File: src/logic/ebm_params.svh
// constants for the external bus pin and lane mapper
// assumes a single synchronous clock domain and no software bus
`ifndef EBM_PARAMS_SVH
`define EBM_PARAMS_SVH

`define EBM_ADDR_W           26
`define EBM_DATA_W           32
`define EBM_CS_W             6
`define EBM_SHARE_W          14
`define EBM_CSA_W            8
`define EBM_CSA_NAND_EN_BIT  3
`define EBM_CSA_UPPER_BIT    7
`define EBM_CSA_RST          8'h80
`define EBM_CS_NAND          3
`define EBM_CS_SDR           1
`define EBM_PIN_ALE          21
`define EBM_PIN_CLE          22
`define EBM_SDR_BA_LSB       16
`define EBM_SHR_DATA_LSB     0
`define EBM_SHR_A20          7
`define EBM_SHR_A23          8
`define EBM_SHR_CS2          11
`define EBM_SHR_CS4          12
`define EBM_SHR_CS5          13

`endif

File: src/logic/ebm_pkg.sv
// types shared by the pin and lane mapper modules
// assumes ebm_params.svh supplies the numeric constants
package ebm_pkg;

    typedef enum logic [2:0] {
        EBM_LAY_8    = 3'b000,
        EBM_LAY_2X8  = 3'b001,
        EBM_LAY_16   = 3'b010,
        EBM_LAY_4X8  = 3'b011,
        EBM_LAY_2X16 = 3'b100,
        EBM_LAY_32   = 3'b101
    } ebm_layout_e;

    typedef enum logic [1:0] {
        EBM_OWN_IDLE = 2'b00,
        EBM_OWN_SMC  = 2'b01,
        EBM_OWN_SDR  = 2'b10,
        EBM_OWN_NAND = 2'b11
    } ebm_owner_e;

    typedef logic [31:0] ebm_word_t;

endpackage

File: src/logic/ebm_nand_if.sv
// signals between the pin mapper core and its flash lane path
// assumes both ends sit in the same clock domain
`timescale 1ns/1ps
`default_nettype none

interface ebm_nand_if;
    logic              sel;
    logic              upper;
    logic              rd_n;
    logic              wr_n;
    logic              wdata_en;
    logic [15:0]       wdata;
    ebm_pkg::ebm_word_t dq_i;
    logic              oe_n;
    logic              we_n;
    ebm_pkg::ebm_word_t dq_o;
    ebm_pkg::ebm_word_t dq_oe_n;
    logic [15:0]       rdata;

    modport core (output sel, upper, rd_n, wr_n, wdata_en, wdata, dq_i,
                  input  oe_n, we_n, dq_o, dq_oe_n, rdata);
    modport path (input  sel, upper, rd_n, wr_n, wdata_en, wdata, dq_i,
                  output oe_n, we_n, dq_o, dq_oe_n, rdata);
endinterface

`default_nettype wire

File: src/logic/ebm_nand_path.sv
// flash strobe gating and data lane steering, purely combinational
// assumes the core registers every result before it reaches a pin
`timescale 1ns/1ps
`default_nettype none

module ebm_nand_path (
    ebm_nand_if.path nif
);
    wire lo_drive_n;
    wire hi_drive_n;

    // strobes follow the static controller only inside chip select three
    assign nif.oe_n = nif.sel ? nif.rd_n : 1'b1;
    assign nif.we_n = nif.sel ? nif.wr_n : 1'b1;

    // flash data on the upper or lower sixteen lanes
    assign lo_drive_n  = ~(nif.sel & nif.wdata_en & ~nif.upper);
    assign hi_drive_n  = ~(nif.sel & nif.wdata_en & nif.upper);
    assign nif.dq_o    = nif.upper ? {nif.wdata, 16'h0000} : {16'h0000, nif.wdata};
    assign nif.dq_oe_n = {{16{hi_drive_n}}, {16{lo_drive_n}}};
    assign nif.rdata   = nif.upper ? nif.dq_i[31:16] : nif.dq_i[15:0];
endmodule

`default_nettype wire

File: src/logic/ebm_pin_mux.sv
// external bus pin and lane mapper: controller strobes onto shared pins
// assumes all inputs are synchronous to clk_sys; pins are registered
`timescale 1ns/1ps
`include "ebm_params.svh"
`default_nettype none

// What this block does
// - two byte devices: strobe one upper, zero lower
// - four byte devices: strobe index equals lane
// - byte selects zero/one cover lower half
// - byte selects two/three cover upper half
// - upper lanes, addresses, selects shared with ports
// - flash data on low or upper lanes
// - lane select bit lives in assign register
// - lane select resets to one, upper lanes
// - flash strobes only while chip select three
// - address holds, controls go inactive while idle
module ebm_pin_mux (
    input  wire logic                     clk_sys,
    input  wire logic                     sys_rst,
    input  wire logic                     cs_assign_wr,
    input  wire logic [`EBM_CSA_W-1:0]    cs_assign_wdata,
    output logic      [`EBM_CSA_W-1:0]    ext_bus_cs_assign_reg,
    input  wire logic [`EBM_CS_W-1:0]     smc_cs_n,
    input  wire logic                     smc_rd_n,
    input  wire logic                     smc_wr_n,
    input  wire logic [3:0]               smc_be_n,
    input  wire logic [`EBM_ADDR_W-1:0]   smc_addr,
    input  wire ebm_pkg::ebm_layout_e     smc_layout,
    input  wire logic [`EBM_DATA_W-1:0]   smc_wdata,
    input  wire logic                     smc_wdata_en,
    output logic      [`EBM_DATA_W-1:0]   smc_rdata,
    input  wire logic                     sdr_active,
    input  wire logic [12:0]              sdr_addr,
    input  wire logic [2:0]               sdr_ba,
    input  wire logic [3:0]               sdr_dqm_n,
    input  wire logic [`EBM_DATA_W-1:0]   sdr_wdata,
    input  wire logic                     sdr_wdata_en,
    input  wire logic [`EBM_SHARE_W-1:0]  pio_claim,
    output logic      [`EBM_SHARE_W-1:0]  shared_bus_en,
    output logic      [`EBM_ADDR_W-1:0]   pin_addr,
    output logic      [`EBM_CS_W-1:0]     pin_cs_n,
    output logic                          pin_rd_n,
    output logic                          pin_strobe0_n,
    output logic                          pin_strobe1_n,
    output logic                          pin_strobe3_n,
    output logic      [1:0]               pin_dqm_lo_n,
    output logic                          sdram_addr_bit_ten,
    output logic                          flash_read_strobe_n,
    output logic                          flash_write_strobe_n,
    input  wire logic [`EBM_DATA_W-1:0]   pin_dq_i,
    output logic      [`EBM_DATA_W-1:0]   pin_dq_o,
    output logic      [`EBM_DATA_W-1:0]   pin_dq_oe_n
);
    // device word address placed on the pins by layout width
    function automatic logic [`EBM_ADDR_W-1:0] addr_shift(
        input logic [`EBM_ADDR_W-1:0] a,
        input ebm_pkg::ebm_layout_e   lay
    );
        logic [`EBM_ADDR_W-1:0] r;
        r = a;
        unique case (lay)
            ebm_pkg::EBM_LAY_8:    r = a;
            ebm_pkg::EBM_LAY_2X8,
            ebm_pkg::EBM_LAY_16:   r = {a[`EBM_ADDR_W-2:0], 1'b0};
            ebm_pkg::EBM_LAY_4X8,
            ebm_pkg::EBM_LAY_2X16,
            ebm_pkg::EBM_LAY_32:   r = {a[`EBM_ADDR_W-3:0], 2'b00};
            default:               r = a;
        endcase
        return r;
    endfunction

    // per-lane active-low strobe from a common strobe and byte enables
    function automatic logic [3:0] lane_gate(
        input logic       strobe_n,
        input logic [3:0] be_n
    );
        return be_n | {4{strobe_n}};
    endfunction

    ebm_nand_if nif ();

    ebm_nand_path u_nand_path (
        .nif (nif)
    );

    logic [`EBM_CSA_W-1:0]   csa_r;
    logic [`EBM_ADDR_W-1:0]  addr_r;
    logic [`EBM_CS_W-1:0]    cs_r;
    logic                    rd_r;
    logic                    st0_r;
    logic                    st1_r;
    logic                    st3_r;
    logic [1:0]              dqm_r;
    logic                    sdram_addr_bit_ten_r;
    logic                    foe_r;
    logic                    fwe_r;
    logic [`EBM_DATA_W-1:0]  dq_o_r;
    logic [`EBM_DATA_W-1:0]  dq_oe_r;
    logic [`EBM_DATA_W-1:0]  rdata_r;
    logic [`EBM_SHARE_W-1:0] shr_r;

    wire                     nand_en;
    wire                     cs3_act;
    wire                     smc_act;
    wire                     byte_write;
    wire                     byte_sel;
    wire                     is_8;
    wire                     is_4x8;
    wire                     is_wide_bs;
    wire [3:0]               ws_n;
    wire [3:0]               bs_n;
    wire [`EBM_ADDR_W-1:0]   smc_sh;
    wire [`EBM_ADDR_W-1:0]   smc_pa;
    wire [`EBM_ADDR_W-1:0]   nand_pa;
    wire [`EBM_ADDR_W-1:0]   sdr_pa;
    wire [`EBM_DATA_W-1:0]   share_mask_n;
    ebm_pkg::ebm_owner_e     owner;

    wire [`EBM_CSA_W-1:0]    csa_nxt;
    wire [`EBM_ADDR_W-1:0]   addr_nxt;
    wire [`EBM_CS_W-1:0]     cs_nxt;
    wire                     rd_nxt;
    wire                     st0_nxt;
    wire                     st1_nxt;
    wire                     st3_nxt;
    wire [1:0]               dqm_nxt;
    wire                     sdram_addr_bit_ten_nxt;
    wire [`EBM_DATA_W-1:0]   dq_o_nxt;
    wire [`EBM_DATA_W-1:0]   dq_oe_nxt;
    wire [`EBM_DATA_W-1:0]   rdata_nxt;

    // assign register holds the flash enable and lane select
    assign csa_nxt = cs_assign_wr ? cs_assign_wdata : csa_r;
    assign nand_en = csa_r[`EBM_CSA_NAND_EN_BIT];
    assign cs3_act = ~smc_cs_n[`EBM_CS_NAND];
    assign smc_act = ~&smc_cs_n;

    assign owner = sdr_active           ? ebm_pkg::EBM_OWN_SDR  :
                   (cs3_act && nand_en) ? ebm_pkg::EBM_OWN_NAND :
                   smc_act              ? ebm_pkg::EBM_OWN_SMC  : ebm_pkg::EBM_OWN_IDLE;

    // layout classes
    assign is_8       = smc_layout == ebm_pkg::EBM_LAY_8;
    assign is_4x8     = smc_layout == ebm_pkg::EBM_LAY_4X8;
    assign byte_write = (smc_layout == ebm_pkg::EBM_LAY_2X8) || is_4x8;
    assign is_wide_bs = (smc_layout == ebm_pkg::EBM_LAY_2X16) ||
                        (smc_layout == ebm_pkg::EBM_LAY_32);
    assign byte_sel   = is_wide_bs || (smc_layout == ebm_pkg::EBM_LAY_16);

    assign ws_n = lane_gate(smc_wr_n, smc_be_n);
    assign bs_n = smc_be_n;

    // static address: width shift with strobe overlays on pins zero and one
    assign smc_sh = addr_shift(smc_addr, smc_layout);
    assign smc_pa = {smc_sh[`EBM_ADDR_W-1:2],
                     is_4x8 ? ws_n[2] : is_wide_bs ? bs_n[2] : smc_sh[1],
                     is_8 ? smc_sh[0] : byte_sel ? bs_n[0] : 1'b1};

    // flash latch enables ride on their own address pins
    assign nand_pa = {smc_addr[`EBM_ADDR_W-1:`EBM_PIN_CLE+1],
                      smc_addr[`EBM_PIN_CLE], smc_addr[`EBM_PIN_ALE],
                      smc_addr[`EBM_PIN_ALE-1:0]};

    // sdram row and column from pin two upward, bank above
    assign sdr_pa = {addr_r[`EBM_ADDR_W-1:`EBM_SDR_BA_LSB+3], sdr_ba, 1'b0,
                     sdr_addr[12:11], 1'b0, sdr_addr[9:0], sdr_dqm_n[2], 1'b1};

    // address holds whenever no access is running
    assign addr_nxt = (owner == ebm_pkg::EBM_OWN_SMC)  ? smc_pa  :
                      (owner == ebm_pkg::EBM_OWN_NAND) ? nand_pa :
                      (owner == ebm_pkg::EBM_OWN_SDR)  ? sdr_pa  : addr_r;

    assign cs_nxt = sdr_active ? (smc_cs_n & ~(6'h01 << `EBM_CS_SDR)) : smc_cs_n;

    // controls rest inactive outside an access
    assign rd_nxt  = (owner == ebm_pkg::EBM_OWN_SMC) ? smc_rd_n : 1'b1;
    assign st0_nxt = (owner != ebm_pkg::EBM_OWN_SMC) ? 1'b1 :
                     byte_write ? ws_n[0] : smc_wr_n;
    assign st1_nxt = (owner != ebm_pkg::EBM_OWN_SMC) ? 1'b1 :
                     byte_write ? ws_n[1] : byte_sel ? bs_n[1] : 1'b1;
    assign st3_nxt = (owner == ebm_pkg::EBM_OWN_SDR) ? sdr_dqm_n[3] :
                     (owner != ebm_pkg::EBM_OWN_SMC) ? 1'b1 :
                     is_4x8 ? ws_n[3] : is_wide_bs ? bs_n[3] : 1'b1;
    assign dqm_nxt   = (owner == ebm_pkg::EBM_OWN_SDR) ? sdr_dqm_n[1:0] : 2'b11;
    assign sdram_addr_bit_ten_nxt = (owner == ebm_pkg::EBM_OWN_SDR) ? sdr_addr[10] : sdram_addr_bit_ten_r;

    // flash lane path
    assign nif.sel      = owner == ebm_pkg::EBM_OWN_NAND;
    assign nif.upper    = csa_r[`EBM_CSA_UPPER_BIT];
    assign nif.rd_n     = smc_rd_n;
    assign nif.wr_n     = smc_wr_n;
    assign nif.wdata_en = smc_wdata_en;
    assign nif.wdata    = smc_wdata[15:0];
    assign nif.dq_i     = pin_dq_i;

    // data drive per owner, upper shared lanes released when claimed
    assign share_mask_n = {pio_claim[`EBM_SHR_DATA_LSB+6:`EBM_SHR_DATA_LSB], 25'h0000000};
    assign dq_o_nxt  = (owner == ebm_pkg::EBM_OWN_NAND) ? nif.dq_o :
                       (owner == ebm_pkg::EBM_OWN_SDR && sdr_wdata_en) ? sdr_wdata :
                       (owner == ebm_pkg::EBM_OWN_SMC && smc_wdata_en) ? smc_wdata : dq_o_r;
    assign dq_oe_nxt = share_mask_n |
                       ((owner == ebm_pkg::EBM_OWN_NAND) ? nif.dq_oe_n :
                        (owner == ebm_pkg::EBM_OWN_SDR && sdr_wdata_en) ? 32'h00000000 :
                        (owner == ebm_pkg::EBM_OWN_SMC && smc_wdata_en) ? 32'h00000000 :
                        32'hffffffff);
    assign rdata_nxt = (owner == ebm_pkg::EBM_OWN_NAND) ? {16'h0000, nif.rdata} : pin_dq_i;

    always_ff @(posedge clk_sys) begin
        if (sys_rst) begin
            csa_r   <= `EBM_CSA_RST;
            addr_r  <= '0;
            cs_r    <= '1;
            rd_r    <= 1'b1;
            st0_r   <= 1'b1;
            st1_r   <= 1'b1;
            st3_r   <= 1'b1;
            dqm_r   <= 2'b11;
            sdram_addr_bit_ten_r <= 1'b0;
            foe_r   <= 1'b1;
            fwe_r   <= 1'b1;
            dq_o_r  <= '0;
            dq_oe_r <= '1;
            rdata_r <= '0;
            shr_r   <= '0;
        end else begin
            csa_r   <= csa_nxt;
            addr_r  <= addr_nxt;
            cs_r    <= cs_nxt;
            rd_r    <= rd_nxt;
            st0_r   <= st0_nxt;
            st1_r   <= st1_nxt;
            st3_r   <= st3_nxt;
            dqm_r   <= dqm_nxt;
            sdram_addr_bit_ten_r <= sdram_addr_bit_ten_nxt;
            foe_r   <= nif.oe_n;
            fwe_r   <= nif.we_n;
            dq_o_r  <= dq_o_nxt;
            dq_oe_r <= dq_oe_nxt;
            rdata_r <= rdata_nxt;
            shr_r   <= ~pio_claim;
        end
    end

    assign ext_bus_cs_assign_reg = csa_r;
    assign smc_rdata             = rdata_r;
    assign shared_bus_en         = shr_r;
    assign pin_addr              = addr_r;
    assign pin_cs_n              = cs_r;
    assign pin_rd_n              = rd_r;
    assign pin_strobe0_n         = st0_r;
    assign pin_strobe1_n         = st1_r;
    assign pin_strobe3_n         = st3_r;
    assign pin_dqm_lo_n          = dqm_r;
    assign sdram_addr_bit_ten    = sdram_addr_bit_ten_r;
    assign flash_read_strobe_n   = foe_r;
    assign flash_write_strobe_n  = fwe_r;
    assign pin_dq_o              = dq_o_r;
    assign pin_dq_oe_n           = dq_oe_r;
endmodule

`default_nettype wire

File: config.mk
export PLATFORM = sky130hd
export DESIGN_NAME = ebm_pin_mux
export DESIGN_NICKNAME = d
export VERILOG_FILES = /design/src/logic/ebm_pkg.sv /design/src/logic/ebm_nand_if.sv /design/src/logic/ebm_nand_path.sv /design/src/logic/ebm_pin_mux.sv
export VERILOG_INCLUDE_DIRS = /design/src /design/src/logic
export SDC_FILE = /design/constraint.sdc
export NUM_CORES = 1
export LEC_CHECK = 0
export BUFFER_PORTS_ARGS = -buffer_cell sky130_fd_sc_hd__buf_2
export CORE_MARGIN = 3
export CORE_UTILIZATION = 30
export CTS_BUF_LIST = sky130_fd_sc_hd__clkbuf_4
export DETAILED_ROUTE_END_ITERATION = 16
export GPL_TIMING_DRIVEN = 0
export SLEW_MARGIN = 10
export SYNTH_ARGS = -nofsm -noshare
export SYNTH_HDL_FRONTEND = slang
export SYNTH_SLANG_ARGS = --single-unit
export TNS_END_PERCENT = 5
File: constraint.sdc
create_clock -name clk_sys -period 3.1 [get_ports clk_sys]
set_input_delay 0.31 -clock clk_sys [delete_from_list [all_inputs] [get_ports clk_sys]]
set_output_delay 0.31 -clock clk_sys [all_outputs]
set_load 0.005 [all_outputs]
Yosys cells after proc, flatten, opt, wreduce, memory -nomap -nowiden
Cells that the tools add are included.
{"block": "classes", "eq_ne": 9, "mux": 28, "bitwise": 13, "n_reduce_logical": 18}
{"cell": "32-bit 2-to-1 mux", "n": 7}
{"cell": "26-bit 2-to-1 mux", "n": 2}
{"cell": "26-bit case mux with 2 select lines", "n": 1}
{"cell": "16-bit 2-to-1 mux", "n": 2}
{"cell": "32-bit bitwise OR", "n": 1}
{"cell": "19-bit 2-to-1 mux", "n": 1}
{"cell": "14-bit inverter", "n": 1}
{"cell": "1-bit 2-to-1 mux", "n": 12}
{"cell": "2-bit OR reduction", "n": 6}
{"cell": "1-bit inverter", "n": 7}
{"cell": "3-bit by 2-bit equality test with 1-bit output (second input constant)", "n": 2}
{"cell": "3-bit equality test (second input constant)", "n": 2}
{"cell": "2-bit 2-to-1 mux", "n": 3}
{"cell": "6-bit AND reduction", "n": 1}
{"cell": "3-bit nonzero test", "n": 2}
{"cell": "2-bit equality test (second input constant)", "n": 2}
{"cell": "4-bit bitwise OR", "n": 1}
{"cell": "1-bit AND", "n": 3}
{"cell": "3-bit by 1-bit equality test with 1-bit output (second input constant)", "n": 1}
{"cell": "1-bit logical AND", "n": 3}
{"cell": "3-bit logical NOT", "n": 1}
{"cell": "1-bit logical OR", "n": 3}
{"cell": "3-bit OR reduction", "n": 1}
{"cell": "2-bit by 1-bit equality test with 1-bit output (second input constant)", "n": 1}
{"cell": "2 further kinds", "n": 2}
{"block": "word_totals", "reg_bits": 159, "in_bits": 185, "output_inout_bits": 159, "elab_cells": 85}

Longest topological paths before layout
Gate-level depths: netlist of the first run.
{"block": "depth", "word_depth": 10, "depth_mapped": 8, "ltp_nobuf": 4}

Hierarchy
Synthesis of the first run repeated with hierarchy kept, for this count alone.
{"block": "hier_totals", "hier_cells": 806, "hier_area_um2": 7392.1}
{"module": "ebm_pin_mux", "instances": 1, "cells_per_inst": 717, "area_per_inst_um2": 6710.2, "seq_area_each_um2": 3183.1}
{"module": "ebm_nand_path", "instances": 1, "cells_per_inst": 89, "area_per_inst_um2": 681.9, "seq_area_each_um2": 0.0}

Worst setup path after synthesis of the first run
No wires, ideal clock.
{"block": "synth_path", "path_kind": "input-to-reg", "start": "in sdr_active", "end": "reg dq_o_r[12], in the netlist pin_dq_o[12]", "setup_time_ps": 143, "arrival_time_ps": 1552, "required_ps": 2957, "slack_ps": 1405, "stages": 8, "n_path_buf": 4, "path_cell_list": "buf_2 > and2_1 > buf_2 > or2_2 > clkbuf_1 > buf_2 > nor3_1 > a211oi_2"}
{"block": "synth_between", "elab_chain_len": 5, "word_cells_on_any_way": 9, "classes_between": "eq/ne: 3; mux: 3; reduce/logical: 3"}
{"item": "start: declaration", "line": "ebm_pin_mux.sv:33", "source": "input wire logic sdr_active,"}
{"item": "2-bit 2-to-1 mux *", "line": "ebm_pin_mux.sv:140", "source": "assign owner = sdr_active ? ebm_pkg::EBM_OWN_SDR :"}
{"item": "2-bit equality test", "line": "ebm_pin_mux.sv:201", "source": "(owner == ebm_pkg::EBM_OWN_SDR && sdr_wdata_en) ? sdr_wdata :"}
{"item": "1-bit logical AND", "line": "ebm_pin_mux.sv:201"}
{"item": "32-bit 2-to-1 mux", "line": "ebm_pin_mux.sv:201"}
{"item": "32-bit 2-to-1 mux", "line": "ebm_pin_mux.sv:200", "source": "assign dq_o_nxt = (owner == ebm_pkg::EBM_OWN_NAND) ? nif.dq_o :"}
{"item": "end signal: assignment", "line": "ebm_pin_mux.sv:239", "source": "dq_o_r <= dq_o_nxt;"}
{"item": "end: declaration", "line": "ebm_pin_mux.sv:99", "source": "logic [`EBM_DATA_W-1:0] dq_o_r;"}
Every way passes the cells marked *; elsewhere a longest branch is shown, timed or not.
A chain may end at the register's enable or synchronous reset.

Final worst setup path of the first run
{"block": "layout_path", "start": "reg csa_r[3], in the netlist ext_bus_cs_assign_reg[3]", "end": "reg rdata_r[0], in the netlist smc_rdata[0]"}
{"block": "layout_between", "elab_chain_len": 5}
{"item": "start: declaration", "line": "ebm_pin_mux.sv:88", "source": "logic [`EBM_CSA_W-1:0] csa_r;"}
{"item": "start signal: assignment", "line": "ebm_pin_mux.sv:212", "source": "csa_r <= `EBM_CSA_RST;"}
{"item": "start signal: assignment", "line": "ebm_pin_mux.sv:228", "source": "csa_r <= csa_nxt;"}
{"item": "1-bit logical AND", "line": "ebm_pin_mux.sv:141", "source": "(cs3_act && nand_en) ? ebm_pkg::EBM_OWN_NAND :"}
{"item": "2-bit 2-to-1 mux", "line": "ebm_pin_mux.sv:141"}
{"item": "2-bit 2-to-1 mux", "line": "ebm_pin_mux.sv:140"}
{"item": "2-bit equality test", "line": "ebm_pin_mux.sv:208", "source": "assign rdata_nxt = (owner == ebm_pkg::EBM_OWN_NAND) ? {16'h0000, nif.rdata} : pin_dq_i;"}
{"item": "16-bit 2-to-1 mux", "line": "ebm_pin_mux.sv:208"}
{"item": "end signal: assignment", "line": "ebm_pin_mux.sv:241", "source": "rdata_r <= rdata_nxt;"}
{"item": "end: declaration", "line": "ebm_pin_mux.sv:101", "source": "logic [`EBM_DATA_W-1:0] rdata_r;"}
No other way between the ends.

==> results.md, run 1 <==
- Worst slew pin tran: 0.962 ns
- Synth top area share: 42.6%
- Max-capacitance violation count: 0
- WL per Instance: 19.3 microns
- Post-Syn Nets: 891
- Crit Reg-Reg Startpoint: ext_bus_cs_assign_reg[3]$_SDFFE_PP0P_
- Die H: 152 microns
- Routed vias/inst: 5.18
- Die Wd: 152 microns
- Most common cell in the netlist: dfxtp_1
- Crit path kind: reg2reg
- Vias in the first global route: 7460
- Critical Path RT: 3.59 ns
- Worst setup endpoint: smc_rdata[0]$_SDFF_PP0_
- Clock sink count: 136
- Max Used Layer: met5
- TritonCTS buffer count: 17
- Setup violators final: 0
- Static leakage: 4.61 nW
- Worst R2R Path Depth: 6
- Yosys reg bits: 136
- Worst flop-to-flop path endpoint: smc_rdata[0]$_SDFF_PP0_
- Fmax: 407 MHz
- Ports: 344
- Internal power: 2.87 mW
- Flop2flop setup slack: 0.64 ns
- Netlist cell types: 56
- Clock buffer depth: 2
- Final Skew: 0.0154 ns
- Number of nets in the layout: 1352
- DRT Wirelength: 28000 microns
- Area leader, netlist: dfxtp_1
- DP HPWL: 20900 microns
- Share of layout cells above drive strength 1: 40.1%
- Largest net degree at the start of global routing: 17
- CTS clock-pin slew for the worst setup and hold paths: 0.14 ns
- Crit path capture type: register
- Placer Congestion: 0.896
- Avg Cell Area, Syn: 9.04 sq um
- Die area: 0.0231 sq mm
- Total gr overflow: 0
- Ys async rst share: 0%
- Cell Pwr Density: 431 mW/mm^2
- PnR Total Power: 4.21 mW
- Post-route DRC: 0
- Hold path cells: 2
- CTS tree: done
- Metal2 WL: 13100 microns
- Synth top area cells: dfxtp_1 43%, nand2_1 5.2%, a22oi_1 4.6%
- Unrepaired setup endpoints after global routing: no
- Startpoint types: register
- Worst hold slack: 0.0624 ns
- Cells after synthesis: 706
- Met3 WL: 2400 microns
- Clock share of power: 30.9%
- Post-synth EDFFs: 0
- Number of iterations in the first detailed-routing pass: 5
- Synthesized cell area: 0.00638 sq mm
- Total GRT Usage: 23.1%
- Switch Pwr: 1.34 mW
- Synth Flop Type: dfxtp_1
- Total number of vias: 7518
- Fraction of the yosys area taken by sequential cells: 42.6%
- Worst min path class: in2reg
- Cell Rows: 52
- Initial antenna violation count: 4
- Worst Setup SP: ext_bus_cs_assign_reg[3]$_SDFFE_PP0P_
- CP max FO: 10
- Initial DRC Count: 437
- Antenna-violating nets left: 0
- Met1 WL: 11600 microns
- PortBufs: 341
- Slew margin rel.: 35.9%
- Worst path arrival time: 2.95 ns
- Setup TNS Final: 0 ns
- Starting Density: 31.0%
- Min Tclk post-route: 2.46 ns
- First-pass GRT wire length: 42700 microns
- CTS root buf: clkbuf_4
- Core area: 0.0206 sq mm
- Final Slew Violations: 0
- Max IR drop VDD: 223 uV
- Status: finished, final reports clean
- Switching Share: 31.7%
- Area Growth Syn to Fin: 52.9%
- Final period util: 79.2%
- Yosys warning count: 0
- Depth of the CTS H-tree: 4
- Seq pwr share: 45.9%
- Number of hold violations in the final report: 0
- Comb pwr share: 23.2%
- Most frequent cells after synthesis: 136 x dfxtp_1, 89 x nand2_1, 39 x a22oi_1
- Skew-Pair Late Insertion Delay: 0.55 ns
layout make-up:
| type | instances | area, sq um |
|---|---|---|
| Antenna cell | 2 | 5.00 |
| Buffer | 87 | 450 |
| Clock buffer | 17 | 128 |
| Clock inverter | 15 | 186 |
| Fill cell | 1975 | 10800 |
| Inverter | 6 | 22.5 |
| Multi-Input combinational cell | 477 | 3190 |
| Sequential cell | 136 | 2720 |
| Tap cell | 270 | 338 |
| Timing Repair Buffer | 442 | 2720 |
how the worst min path moves through the flow:
| stage | to | slack (ns) | from |
|---|---|---|---|
| 6_report | pin_cs_n[1]$_SDFF_PP1_ | 0.06 | smc_cs_n[1] |
| 5_1_grt | pin_cs_n[0]$_SDFF_PP1_ | 0.01 | smc_cs_n[0] |
| 4_1_cts | pin_strobe0_n$_SDFF_PP1_ | 0.0008 | smc_be_n[0] |
| 3_5_place_dp | pin_addr[17]$_SDFFE_PP0P_ | 0.44 | pin_addr[17]$_SDFFE_PP0P_ |
| 3_3_place_gp | pin_addr[4]$_SDFFE_PP0P_ | 0.44 | pin_addr[4]$_SDFFE_PP0P_ |
| 2_1_floorplan | shared_bus_en[11]$_SDFF_PP0_ | 0.38 | pio_claim[11] |
critical path, stage by stage, from the launching register on:
cell,delay (ns)
dfxtp_1,0.54
nor4bb_1,0.30
buf_2,0.25
clkbuf_1,0.49
nand2_1,0.11
a21oi_1,0.14
dlygate4sd3_1,0.57
metal layers:
layer,vias up,GRT usage [%]
met3,57,7.20
li1,3534,-
met4,4,7.23
met1,3548,28.6
met5,-,0
met2,375,38.4
what timing repair did:
item | 4_1_cts | 5_1_grt
hold buffers | 99 | 2
setup buffers | 0 | 0
hold endpoints to repair | 93 | 2
resized for setup | 0 | 0
through the flow:
stage	cells	cell area (sq um)	setup WS [ns]	utilization, %
floorplan	706	6380	1.40	-
global placement	1317	8430	0.638	41.0
detailed placement	1317	8430	0.652	41.0
CTS	1448	9730	0.713	47.3
global route	1452	9760	0.468	47.5
finish	1452	9760	0.644	47.5
cell usage in the layout, fill, tap and decap left out, types with 19 or more instances in the layout:
cell type        n
a21oi_1         35
a22oi_1         39
a31oi_1         19
buf_2          362
buf_4           26
clkbuf_1        37
dfxtp_1        136
dlygate4sd3_1  101
mux2_2          26
nand2_1         89
nor2_1          35
nor3_1          22
o21ai_0         25
power groups by stage:
stage	Sequential (mW)	Combinational (mW)	Clock [mW]
2_1_floorplan	1.98	0.416	0
4_1_cts	1.93	0.967	1.34
5_1_grt	1.94	1.06	1.41
3_5_place_dp	1.97	0.863	0
6_report	1.93	0.978	1.30
3_3_place_gp	1.97	0.859	0
kinds of logic after synthesis:
kind of cell           share of synthesized area (%)
AO/OA/AOI/OAI                                   27.2
AND/OR/NAND/NOR                                 15.0
buffers and inverters                           7.41
multiplexers                                    7.76
flip-flops                                      42.6
No activity file was read; power rests on OpenSTA's default activity.
==> run 2: changes to the inputs <==
clock period = 2.5 ns   (was 3.1 ns; I/O delays follow)
==> run 2 against run 1 <==
Effect of this change: non-clock buffer count grew 26; global-route usage about the same; clock skew rose by 0.0051 ns; die area is the same; core utilization grew 1.3 points; flip-flop and latch count did not move; total power increased by 25%; sequential share of layout area is 0.75 points lower; sequential power grew 24%; highest routed layer unchanged.
==> results.md, run 2 (synthesis gave the netlist of run 1 again) <==
- Worst min path class: in2reg
- CTS clock-pin slew for the worst setup and hold paths: 0.15 ns
- Final Skew: 0.0205 ns
- CTS root buf: clkbuf_4
- Setup violators final: 0
- Crit Reg-Reg Startpoint: ext_bus_cs_assign_reg[3]$_SDFFE_PP0P_
- Cell Rows: 52
- Seq. cell area: 0.00272 sq mm
- Multi-input gate area: 0.00319 sq mm
- Final Slew Violations: 0
- Placer Congestion: 0.896
- Skew-Pair Late Insertion Delay: 0.56 ns
- Die area: 0.0231 sq mm
- Worst path arrival time: 2.95 ns
- Clock sink count: 136
- Share of layout cells above drive strength 1: 39.6%
- Post-Route Utilization: 48.8%
- Worst slew pin tran: 0.946 ns
- Total number of vias: 7670
- Most common cell after layout, fill and taps aside: buf_2
- Crit path capture type: register
- Slew margin rel.: 37.0%
- Startpoint types: input port
- Crit path largest cell delay: 0.57 ns
- Initial DRC Count: 513
- Most frequent cells in the layout: 362 x buf_2, 135 x dfxtp_1, 127 x dlygate4sd3_1
- Number of nets in the layout: 1378
- Antenna-violating nets left: 0
- Static leakage: 4.73 nW
- Max-capacitance violation count: 0
- DP Cell Count: 1317
- DP HPWL: 20900 microns
- CTS tree: done
- CP max FO: 10
- Critical Path RT: 3.01 ns
- Routed vias/inst: 5.19
- Crit-path leading delay family: buffers and inverters
- Largest net degree at the start of global routing: 17
- Post-CTS Setup Inserts: 0
- First-pass GRT wire length: 43000 microns
- Worst path cell trace: dlygate4sd3_1 > buf_2 > and4_1 > a2111oi_4 > buf_2 > o31ai_1 > a31oi_1 > dlygate4sd3_1
- Worst Setup SP: smc_cs_n[5]
- TritonCTS buffer count: 17
- Cell Pwr Density: 525 mW/mm^2
- Post-route DRC: 0
- Number of iterations in the first detailed-routing pass: 6
- PortBufs: 341
- Core area: 0.0206 sq mm
- Area Growth Syn to Fin: 57.2%
- Setup TNS Final: 0 ns
- Vias in the first global route: 7542
- Status: finished, final reports clean
- Unrepaired setup endpoints after global routing: no
- Crit path kind: in2reg
- Max IR drop VDD: 277 uV
- WP buf/inv: 4
- Depth of the CTS H-tree: 4
- Hold Crit Start: smc_wdata[11]
- Total GRT Usage: 23.1%
- Die H: 152 microns
- Starting Density: 31.0%
- Clock buffer depth: 2
- Number of hold violations in the final report: 0
- Placement Setup Slack: 0.112 ns
- Layout fillers: 1946
- Worst setup margin: 0.0615 ns
- Fmax: 410 MHz
- Ports: 344
- WL per Instance: 19.1 microns
- DRT Wirelength: 28200 microns
- Initial antenna violation count: 3
- Final period util: 97.5%
- Layout Cells excl Fill: 1479
- Slowest CP cell: a2111oi_4
- Min Tclk post-route: 2.44 ns
- Die Wd: 152 microns
- Total gr overflow: 0
## run 2: cell types whose count changed in the layout (fill, tap and decap cells not counted), sizes merged
cell	change
diode	+1
dlygate4sd3	+26
## run 2: per-stage QoR
stage	power [mW]	hold slack, ns	cell area [sq um]
floorplan	2.97	0.317	6380
global placement	3.50	0.405	8430
detailed placement	3.51	0.408	8430
CTS	5.29	0.00110	10000
global route	5.52	0.0165	10000
finish	5.26	0.0460	10000
## run 2: report_power, final
group | total, mW | leakage [nW] | internal [mW] | switching (mW)
clock | 1.62 | 0.163 | 0.639 | 0.979
sequential | 2.39 | 1.13 | 2.32 | 0.0726
combinational | 1.25 | 3.44 | 0.632 | 0.618
## run 2: routing by layer
metal  track usage, %  share of wire (%)  vias up
li1                 -                  -     3586
met1             29.0                 42     3638
met2             38.4                 47      388
met3             6.77                8.3       56
met4             7.19                2.8        2
met5                0              0.025        -
## run 2: layout make-up
type | count | area share (%)
repair buffers | 468 | 29.7
clock buffers | 17 | 1.27
diodes | 3 | 0.0748
inverters | 6 | 0.224
flip-flops and latches | 136 | 27.2
well taps | 270 | 3.37
multi-input cells | 477 | 31.8
plain buffers | 87 | 4.53
clock inverters | 15 | 1.86
## run 2: worst reg2reg max path, cell delays in order, from the launching register on
cell           delay (ns)
dfxtp_2              0.40
nor2b_1              0.14
buf_2                0.18
a2111oi_4            0.42
buf_2                0.33
o31ai_1              0.10
a31oi_1              0.16
dlygate4sd3_1        0.57
## run 2: timing repair
action	in CTS	in global routing
hold buffers	127	0
resized for setup	0	8
hold endpoints to repair	107	0
endpoints found under the setup margin	0	15
## run 2: path summary, 6_finish.rpt
check | endpoint | slack (ns) | cells past startpoint
setup reg to reg | pin_dq_o[23]$_SDFFE_PP0P_ | 0.16 | 7
hold reg to reg | pin_addr[2]$_SDFFE_PP0P_ | 0.47 | 2
setup / recovery | pin_dq_o[23]$_SDFFE_PP0P_ | 0.06 | 8
hold / removal | pin_dq_o[27]$_SDFFE_PP0P_ | 0.05 | 3
==> run 3: changes to the inputs <==
--- a/config.mk
+++ b/config.mk
@@ -11,4 +11,5 @@
 export CORE_UTILIZATION = 30
 export CTS_BUF_LIST = sky130_fd_sc_hd__clkbuf_4
+export CTS_CLUSTER_DIAMETER = 150
 export DETAILED_ROUTE_END_ITERATION = 16
 export GPL_TIMING_DRIVEN = 0
==> constraint.sdc (replaced) <==
create_clock -name clk_sys -period 2.5 [get_ports clk_sys]
set_input_delay 0 -clock clk_sys [delete_from_list [all_inputs] [get_ports clk_sys]]
set_output_delay 0 -clock clk_sys [all_outputs]
set_load 0.005 [all_outputs]
==> run 3 against run 2 <==
Effect of this change: global-route usage rose by 1.2 points; sequential share of layout area fell by 2.2 points; maximum frequency fell by 1.3%; flip-flop and latch count did not move; core utilization rose by 4.4 points; critical endpoint is now pin_addr[10]$_SDFFE_PP0P_; highest routed layer unchanged.
==> results.md, run 3 (synthesis gave the netlist of run 1 again) <==
- Status: finished, final reports clean
- Core area: 0.0206 sq mm
- Share of layout cells above drive strength 1: 37.0%
- WL per Instance: 18.9 microns
- Depth of the CTS H-tree: 4
- Skew-Pair Late Insertion Delay: 0.56 ns
- Worst path arrival time: 2.96 ns
- DRT Wirelength: 29600 microns
- Total number of vias: 8134
- Vias in the first global route: 8050
- First-pass GRT wire length: 45300 microns
- CTS tree: done
- Switching Share: 31.5%
- Initial DRC Count: 528
- Final period util: 98.8%
- Area Growth Syn to Fin: 71.3%
- Static leakage: 5.10 nW
- Post-route DRC: 0
- Clock sink count: 136
- Internal power: 3.70 mW
- Clock share of power: 30.0%
- PortBufs: 341
- Cell Rows: 52
- CTS root buf: clkbuf_4
- Most common cell after layout, fill and taps aside: buf_2
- Die H: 152 microns
- Placed inst area: 0.00843 sq mm
- Comb pwr share: 25.7%
- Cell Pwr Density: 494 mW/mm^2
- Worst path cell trace: dlygate4sd3_1 > buf_2 > buf_1 > nand2_1 > o31a_1 > dlygate4sd3_1 > a211oi_1 > dlygate4sd3_1
- Final instance area: 0.0109 sq mm
- Most frequent cells in the layout: 362 x buf_2, 217 x dlygate4sd3_1, 135 x dfxtp_1
- CP max FO: 10
- Slew margin rel.: 31.9%
- Die area: 0.0231 sq mm
- Setup violators final: 0
- Worst min path class: in2reg
- Startpoint types: input port
- Ports: 344
- TritonCTS buffer count: 17
- Final Slew Violations: 0
- Fmax: 405 MHz
- Slowest CP cell: dlygate4sd3_1
- Setup TNS Final: 0 ns
- Placer Congestion: 0.896
- Worst slew pin tran: 1.02 ns
- Max-capacitance violation count: 0
- Number of hold violations in the final report: 0
- Die Wd: 152 microns
- Number of iterations in the first detailed-routing pass: 5
- Crit path largest cell delay: 0.58 ns
- Crit path capture type: register
- Max IR drop VDD: 276 uV
- CTS clock-pin slew for the worst setup and hold paths: 0.13 ns
- Total GRT Usage: 24.3%
- Crit path kind: in2reg
- Initial antenna violation count: 2
- Critical Path RT: 2.99 ns
- Most used cell, CP: dlygate4sd3_1
- Starting Density: 31.0%
- DP HPWL: 20900 microns
- Clock buffer depth: 2
- Min Tclk post-route: 2.47 ns
- Number of nets in the layout: 1468
- Switch Pwr: 1.70 mW
- Total gr overflow: 0
- Largest net degree at the start of global routing: 17
- Final Skew: 0.0210 ns
- Routed vias/inst: 5.19
- Seq pwr share: 44.3%
- Unrepaired setup endpoints after global routing: yes
- Post-Route Utilization: 53.2%
- Antenna-violating nets left: 0
==> run 3: final timing paths <==
kind / from / to / slack (ns) / cells after the start
worst max-delay path: sdr_active / pin_addr[10]$_SDFFE_PP0P_ / 0.03 / 8
worst min-delay path: smc_addr[4] / pin_addr[4]$_SDFFE_PP0P_ / 0.04 / 4
worst max register to register: ext_bus_cs_assign_reg[3]$_SDFFE_PP0P_ / pin_addr[10]$_SDFFE_PP0P_ / 0.12 / 6
worst min register to register: pin_addr[16]$_SDFFE_PP0P_ / pin_addr[16]$_SDFFE_PP0P_ / 0.47 / 2
==> run 3: final cells by class <==
cell class	count	area, sq um
Inverter	6	22.5
Fill cell	1839	9620
Clock inverter	15	186
Clock buffer	17	128
Antenna cell	1	2.50
Multi-Input combinational cell	477	3200
Tap cell	270	338
Timing Repair Buffer	558	3880
Buffer	87	455
Sequential cell	136	2720
==> run 3: layer usage <==
metal  wire length [microns]  track usage (%)  share of wire, %  vias up
met5                       7                0             0.024        -
li1                        -                -                 -     3757
met2                   13900             40.1                47      457
met3                    2560             7.22               8.6       77
met1                   12200             30.1                41     3841
met4                     937             8.73               3.2        2
==> run 3: power by group through the flow <==
| stage | logic [mW] | registers [mW] | clock network (mW) |
|---|---|---|---|
| detailed placement | 1.07 | 2.44 | 0 |
| CTS | 1.36 | 2.39 | 1.66 |
| global placement | 1.06 | 2.44 | 0 |
| floorplan | 0.515 | 2.45 | 0 |
| finish | 1.39 | 2.39 | 1.62 |
| global route | 1.50 | 2.41 | 1.76 |
==> run 3: worst max-delay path, delay by kind of cell <==
family | cells | cell delay [ns]
buffers and inverters | 5 | 2.46
AO/OA/AOI/OAI | 2 | 0.33
AND/OR/NAND/NOR | 1 | 0.17
==> run 3: per-stage QoR <==
stage	power, mW	hold WS [ns]	setup slack (ns)	instances
finish	5.40	0.0449	0.0292	1567
floorplan	2.97	0.0667	0.957	706
global route	5.67	0.0296	-0.0255	1567
CTS	5.41	0.00387	0.0166	1566
detailed placement	3.51	0.158	0.362	1317
global placement	3.50	0.155	0.348	1317
==> run 3: repair_timing <==
item / CTS / global route
endpoints found under the setup margin: 0 / 33
setup buffers: 0 / 0
resized for setup: 0 / 11
hold endpoints to repair: 135 / 0
hold buffers: 217 / 0
